$ cat config.mk
export PLATFORM = sky130hd
export DESIGN_NAME = dscc_control
export DESIGN_NICKNAME = d
export VERILOG_FILES = /design/src/dscc_pkg.sv /design/src/dscc_char_code.sv /design/src/dscc_control.sv
export VERILOG_INCLUDE_DIRS = /design/src
export SDC_FILE = /design/constraint.sdc
export NUM_CORES = 1
export LEC_CHECK = 0
export BUFFER_PORTS_ARGS = -buffer_cell sky130_fd_sc_hd__buf_2
export CAP_MARGIN = 20
export CORE_ASPECT_RATIO = 2
export CORE_UTILIZATION = 40
export DETAILED_ROUTE_END_ITERATION = 12
export PLACE_DENSITY = 0.7
export SYNTH_ARGS = -nofsm -noshare
export SYNTH_HDL_FRONTEND = slang
export SYNTH_SLANG_ARGS = --single-unit
$ cat constraint.sdc
create_clock -name clk_in -period 4.75 [get_ports clk_in]
set_input_delay 0.2375 -clock clk_in [delete_from_list [all_inputs] [get_ports clk_in]]
set_output_delay 0.2375 -clock clk_in [all_outputs]
set_load 0.01 [all_outputs]
$ cat src/dscc_regs.svh
// Constants for the selective-calling character codec control block.
`ifndef DSCC_REGS_SVH
`define DSCC_REGS_SVH
`define DSCC_MCTL_SELECT_BIT 11
`define DSCC_MCTL_IGNORE_MSB 8
`define DSCC_MODE_RUN_BIT 2
`define DSCC_PW0_ENH_BIT 10
`define DSCC_BIT_RATE_BPS 1200
`define DSCC_CLK_HZ 125000000
`define DSCC_BIT_CYCLES (`DSCC_CLK_HZ / `DSCC_BIT_RATE_BPS)
`define DSCC_TONE_ONE_HZ 1300
`define DSCC_TONE_ZERO_HZ 2100
`define DSCC_CHAR_BITS 10
`define DSCC_INFO_BITS 7
`endif

$ cat src/dscc_pkg.sv
// Types shared by the selective-calling codec control block.
package dscc_pkg;
   typedef enum logic [1:0] {
      DSCC_OFF = 2'b00,
      DSCC_RAW = 2'b01,
      DSCC_FMT_NORMAL = 2'b10,
      DSCC_FMT_ENH = 2'b11
   } dscc_mode_e;
   typedef logic [9:0] dscc_char_t;
endpackage : dscc_pkg

$ cat src/dscc_char_code.sv
// Combinational symbol to character encoder and character checker.
`timescale 1ns/1ps
`include "dscc_regs.svh"
module dscc_char_code
   import dscc_pkg::*;
(
   input wire logic [6:0] sym_in,
   output dscc_char_t char_out,
   input wire dscc_char_t rx_char_in,
   output logic [6:0] rx_sym_out,
   output logic rx_err_out
);
   function automatic logic [2:0] dscc_zeros(input logic [6:0] v);
      logic [2:0] n;
      n = 3'h0;
      for (int i = 0; i < 7; i++)
         if (!v[i])
            n = n + 3'h1;
      return n;
   endfunction : dscc_zeros

   logic [2:0] tx_cnt;
   logic [2:0] rx_cnt;
   // Index 0 is position one, sent first; symbol LSB first, count MSB first.
   always_comb
   begin
      tx_cnt = dscc_zeros(sym_in);
      char_out = {tx_cnt[0], tx_cnt[1], tx_cnt[2], sym_in};
      rx_sym_out = rx_char_in[6:0];
      rx_cnt = {rx_char_in[7], rx_char_in[8], rx_char_in[9]};
      rx_err_out = dscc_zeros(rx_char_in[6:0]) != rx_cnt;
   end
endmodule : dscc_char_code

$ cat src/dscc_control.sv
// Selective-calling modem control, bit timing and character serialiser.
`timescale 1ns/1ps
`include "dscc_regs.svh"
module dscc_control
   import dscc_pkg::*;
#(
   parameter int BIT_CYCLES = `DSCC_BIT_CYCLES
)
(
   input wire logic clk_in,
   input wire logic rst_in,
   input wire logic [15:0] modem_ctl_in,
   input wire logic [15:0] mode_ctl_in,
   input wire logic [15:0] first_program_word_in,
   input wire logic raw_sel_in,
   input wire logic distress_repeat_in,
   input wire logic expansion_in,
   input wire logic tx_valid_in,
   output logic tx_ready_out,
   input wire logic [6:0] tx_sym_in,
   output logic tx_bit_out,
   output logic tx_active_out,
   output logic [11:0] tone_hz_out,
   input wire logic rx_bit_in,
   output logic rx_valid_out,
   output logic [6:0] rx_sym_out,
   output logic rx_err_out,
   output logic packet_modem_en_out,
   output logic [8:0] packet_ctl_out,
   output logic expansion_en_out,
   output logic [1:0] mode_out
);
   logic sel;
   logic run;
   logic enh;
   logic [31:0] div_reg;
   logic tick;
   dscc_char_t tx_char;
   dscc_char_t rx_char_reg;
   dscc_char_t sh_reg;
   logic [3:0] tx_cnt_reg;
   logic [3:0] rx_cnt_reg;
   logic [6:0] held_reg;
   logic rx_err;
   logic [6:0] rx_sym;

   assign sel = modem_ctl_in[`DSCC_MCTL_SELECT_BIT];
   assign run = sel && mode_ctl_in[`DSCC_MODE_RUN_BIT];
   assign enh = first_program_word_in[`DSCC_PW0_ENH_BIT];
   assign tick = run && (div_reg == 32'(BIT_CYCLES - 1));
   assign tx_ready_out = run && (tx_cnt_reg == 4'h0) &&
      (!distress_repeat_in || !(enh && !raw_sel_in));

   dscc_char_code u_code (
      .sym_in(tx_ready_out ? tx_sym_in : held_reg),
      .char_out(tx_char),
      .rx_char_in(rx_char_reg),
      .rx_sym_out(rx_sym),
      .rx_err_out(rx_err)
   );

   // The packet modem sees nothing while selective calling owns the path.
   always_ff @(posedge clk_in)
   begin
      if (rst_in)
      begin
         packet_modem_en_out <= 1'b1;
         packet_ctl_out <= 9'h000;
         mode_out <= DSCC_OFF;
         expansion_en_out <= 1'b0;
      end
      else
      begin
         packet_modem_en_out <= !sel;
         packet_ctl_out <= sel ? 9'h000 :
            modem_ctl_in[`DSCC_MCTL_IGNORE_MSB:0];
         expansion_en_out <= sel && enh && !raw_sel_in && expansion_in;
         if (!sel)
            mode_out <= DSCC_OFF;
         else if (raw_sel_in)
            mode_out <= DSCC_RAW;
         else if (enh)
            mode_out <= DSCC_FMT_ENH;
         else
            mode_out <= DSCC_FMT_NORMAL;
      end
   end

   // Bit-rate divider gives one enable per 1200 bps bit.
   always_ff @(posedge clk_in)
   begin
      if (rst_in || !run || tick)
         div_reg <= 32'h0;
      else
         div_reg <= div_reg + 32'h1;
   end

   // Transmit serialiser; enhanced distress resends the held symbol.
   always_ff @(posedge clk_in)
   begin
      if (rst_in || !run)
      begin
         tx_cnt_reg <= 4'h0;
         sh_reg <= '0;
         held_reg <= 7'h00;
         tx_active_out <= 1'b0;
         tx_bit_out <= 1'b0;
      end
      else if (tx_cnt_reg == 4'h0)
      begin
         if ((tx_ready_out && tx_valid_in) || !tx_ready_out)
         begin
            if (tx_ready_out)
               held_reg <= tx_sym_in;
            // A load on a bit edge sends position one at once.
            if (tick)
            begin
               tx_active_out <= 1'b1;
               tx_bit_out <= tx_char[0];
               sh_reg <= {1'b0, tx_char[9:1]};
               tx_cnt_reg <= 4'(`DSCC_CHAR_BITS - 1);
            end
            else
            begin
               sh_reg <= tx_char;
               tx_cnt_reg <= 4'(`DSCC_CHAR_BITS);
            end
         end
         // The tone stays on until the edge that ends the last bit.
         else if (tick)
            tx_active_out <= 1'b0;
      end
      else if (tick)
      begin
         tx_active_out <= 1'b1;
         tx_bit_out <= sh_reg[0];
         sh_reg <= {1'b0, sh_reg[9:1]};
         tx_cnt_reg <= tx_cnt_reg - 4'h1;
      end
   end

   assign tone_hz_out = !tx_active_out ? 12'h000 :
      tx_bit_out ? 12'(`DSCC_TONE_ONE_HZ) : 12'(`DSCC_TONE_ZERO_HZ);

   // Receive deserialiser; first bit lands in position one.
   always_ff @(posedge clk_in)
   begin
      if (rst_in || !run)
      begin
         rx_cnt_reg <= 4'h0;
         rx_char_reg <= '0;
         rx_valid_out <= 1'b0;
         rx_sym_out <= 7'h00;
         rx_err_out <= 1'b0;
      end
      else
      begin
         rx_valid_out <= 1'b0;
         if (rx_cnt_reg == 4'(`DSCC_CHAR_BITS))
         begin
            rx_valid_out <= 1'b1;
            rx_sym_out <= rx_sym;
            rx_err_out <= rx_err;
            rx_cnt_reg <= 4'h0;
         end
         else if (tick)
         begin
            rx_char_reg <= {rx_bit_in, rx_char_reg[9:1]};
            rx_cnt_reg <= rx_cnt_reg + 4'h1;
         end
      end
   end

   property p_pkt_off;
      @(posedge clk_in) disable iff (rst_in)
      sel |=> !packet_modem_en_out;
   endproperty
   a_pkt_off: assert property (p_pkt_off) else $error("packet on");

   property p_halt;
      @(posedge clk_in) disable iff (rst_in)
      !run |=> !tx_active_out && rx_cnt_reg == 4'h0;
   endproperty
   a_halt: assert property (p_halt) else $error("not halted");

   property p_ignore;
      @(posedge clk_in) disable iff (rst_in)
      sel |=> packet_ctl_out == 9'h000;
   endproperty
   a_ignore: assert property (p_ignore) else $error("ctl leak");

   property p_enh;
      @(posedge clk_in) disable iff (rst_in)
      mode_out == DSCC_FMT_ENH |-> $past(enh);
   endproperty
   a_enh: assert property (p_enh) else $error("enh no bit");

   property p_exp;
      @(posedge clk_in) disable iff (rst_in)
      expansion_en_out |-> $past(enh);
   endproperty
   a_exp: assert property (p_exp) else $error("exp no enh");

   property p_tone;
      @(posedge clk_in) disable iff (rst_in)
      tx_active_out && !tx_bit_out |->
         tone_hz_out == 12'(`DSCC_TONE_ZERO_HZ);
   endproperty
   a_tone: assert property (p_tone) else $error("bad tone");

   property p_rxerr;
      @(posedge clk_in) disable iff (rst_in)
      rx_valid_out |-> rx_err_out == $past(rx_err);
   endproperty
   a_rxerr: assert property (p_rxerr) else $error("bad err");

   property p_bit;
      @(posedge clk_in) disable iff (rst_in)
      tick && tx_cnt_reg == 4'hA |=> tx_bit_out == $past(sh_reg[0]);
   endproperty
   a_bit: assert property (p_bit) else $error("bad first");
endmodule : dscc_control

==> impl_metrics.toml <==
[power]
power_density_nw_per_um2 = 315
p_comb_frac = 0.127
vdd_ir_drop_max_uv = 180
pwr-share-clk = 0.407
p_int_mw = 1.27
p_sw_mw = 0.408
netSwitchingFraction = 0.244
power_leakage_nw = 2.08
p_seq_frac = 0.466

[clocking]
htree_levels = 3
cts-root-buf = "clkbuf_16"
cts_hold_buf = 0
cts.path.max_buffers = 2
clock_latency_ns = 0.33
cts_sinks = 91
clk_pin_slew_ns = 0.06
numCtsBuffers = 9
cts_tree = "yes"

[timing]
worst_slack_ns = 0.335
clock_skew_ns = 0.00752
max_freq_ghz = 0.227
min_period_ns = 4.41
setup_viol = 0
slew_headroom = 0.406
fin_crit_sh = 0.929
hold_ws_ns = 0.102
hold_viol = 0
worst_slew_pin_slew_ns = 0.888
maxSlewViolCount = 0

[worst_setup_path]
slowest_delay_ns = 0.53
critical-path-top-delay-family = "compound AO/OA/AOI/OAI gates"
crit_chain = "inv_1 > ha_1 > or3b_1 > o31ai_4 > nand2_2 > a22o_1 > ha_1 > xnor2_1 > xnor2_1 > o22a_1 > and2_1 > ha_1 > nand2_1 > nand2_1 > ha_1 > nand2_1 > xor2_1 > xnor2_1 > xnor2_1 > a221oi_1"
cp-end-kind = "flop"
crit_fanout = 7
cp_slowest_cell = "or3b_1"
startpoint_type = "flop"
required_ns = 4.99
crit_buf_inv = 1
worstSetupPathType = "flop to flop"
arrival_ns = 4.66

[grt]
met2_usage = 0.319
met3_usage = 0.0326
grt_first_pass_wirelength_um = 16400
overflow = 0
grt_usage = 0.172
grt_antenna_before_repair = 0
grt-busiest-layer = "met2"
grt_max_degree = 34
grt_util_met1 = 0.173
grt_pass1_vias = 3671

[yosys]
synthCells = 541
yosys-top-cells-area = "dfxtp_1 (40%), nor2_1 (6.8%), xnor2_1 (5.3%), ha_1 (4.9%), mux2i_1 (3.9%)"
yosys_warnings = 0
async_flop_share = 0
synth_top_area_share = 0.396
synth_edf_count = 0
ys.flop_type = "dfxtp_1"
yosysTopAreaCell = "dfxtp_1"
synth-seq-cells = 91
syn_area_um2 = 4600
yosysSeqAreaShare = 0.396
synth_cell_types = 57
syn_avg_cell_area_um2 = 8.49

[placed_design]
place.gp.congestion = 0.937
dp.cells = 723
io_buffers = 56
place_ws_ns = 0.228
dpl.hpwl_um = 7530
placed_area_um2 = 4970

[hold_path]
hold_path_class = "input pin to flop"

[cells_and_area]
layout_common_cells = "dfxtp_1 (91), nor2_1 (83), buf_2 (56)"
fin_cells = 740
diodes = 0
drive_gt1_frac = 0.166
largest_reg_flops = 32
final_common_cell = "dfxtp_1"
fillers = 1097
num-nets-final = 673
stdcell_area_um2 = 5310
syn2layout_area_growth_pct = 15.6

[floorplan]
die_y_um = 154
fp.dieW_um = 77.8
dieArea_um2 = 11900
coreArea_um2 = 11200
rows = 55
start_util = 0.410
ios = 99

[detailed_routing]
wl_per_cell_um = 13.3
dr_total_vias = 3925
drt_iter0_markers = 144
ant_nets = 0
drc = 0
wl_um = 9880
dr.pass1.iters = 4
viasPerCell = 5.30

[run]
maxCapViolCount = 0

[status]
status = "complete, no violations"
synth_stat cells, types with 2 or more instances:
cell type / n
xor2_1: 18
buf_2: 5
nand2b_1: 6
and2_1: 18
or2_2: 4
or3_1: 7
nor3b_1: 2
o21ai_0: 19
nor3_1: 7
o22ai_1: 6
nor4_1: 5
xnor2_1: 28
o211ai_1: 4
a31oi_1: 4
o31a_1: 2
and4_1: 5
nand2_1: 46
inv_1: 15
a21oi_1: 26
and3_1: 11
mux2_2: 3
ha_1: 18
buf_4: 10
o31ai_1: 2
a22oi_1: 2
dfxtp_1: 91
nand4_1: 10
nor2_1: 83
a211oi_1: 11
mux2i_1: 18
nand3_1: 12
clkbuf_1: 12
nor2b_1: 7
power groups by stage:
stage	clock network, mW	registers (mW)	logic [mW]
floorplan	0	0.798	0.158
global placement	0	0.796	0.204
detailed placement	0	0.797	0.207
CTS	0.693	0.779	0.209
global route	0.731	0.780	0.236
finish	0.681	0.780	0.212
metal layers:
metal  vias to the layer above  part of all wire
met5                         -                 0
met4                         0             0.039
met3                        31             0.036
met2                       100              0.54
met1                      1836              0.38
li1                       1958                 -
kinds of logic after synthesis:
| group | synth area share |
|---|---|
| and+or+nand+nor | 0.251 |
| AOI/OAI and AO/OA | 0.123 |
| muxes | 0.0466 |
| adders and majority gates | 0.0490 |
| xor gates and xnor gates | 0.0877 |
| DFF | 0.396 |
| other | 0.000816 |
| buffers and inverters | 0.0463 |
layout make-up:
type / instances / area, um2 / share of cell area
multi-input cells: 412 / 2610 / 0.491
well taps: 142 / 178 / 0.0334
repair buffers: 64 / 360 / 0.0678
inverters: 15 / 56.3 / 0.0106
clock buffers: 13 / 270 / 0.0509
flip-flops and latches: 91 / 1820 / 0.343
clock inverters: 3 / 18.8 / 0.00353
worst register-to-register path, delay by kind of cell (launching register included):
kind | cells | cell delay, ns
AO/OA/AOI/OAI | 4 | 1.14
XOR/XNOR | 5 | 0.72
adder cells (fa/ha/maj) | 4 | 1.00
buffers and inverters | 1 | 0.07
flip-flops | 1 | 0.33
AND/OR/NAND/NOR | 6 | 1.08
timing repair:
action / 4_1_cts / 5_1_grt
gates resized for setup: 0 / 5
buffers inserted: 0 / 0
setup endpoints to repair: 0 / 2
through the flow:
step                      setup TNS (ns)  utilization  total power, mW
final                                  0        0.474             1.67
after global routing            -0.00987        0.474             1.75
after CTS                              0        0.469             1.68
after detailed placement               0        0.444             1.00
after global placement                 0        0.444             1.00
after floorplan                        0            -            0.956
final timing paths:
| kind | startpoint | endpoint | slack, ns | depth (start not counted) |
|---|---|---|---|---|
| max | tx_cnt_reg[0] | sh_reg[7] | 0.34 | 20 |
| min | modem_ctl_in[4] | packet_ctl_out[4] | 0.10 | 2 |
| max reg2reg | tx_cnt_reg[0] | sh_reg[7] | 0.34 | 20 |
| min reg2reg | rx_sym_out[5] | rx_sym_out[5] | 0.45 | 2 |
Power figures use the tool's default switching activity.
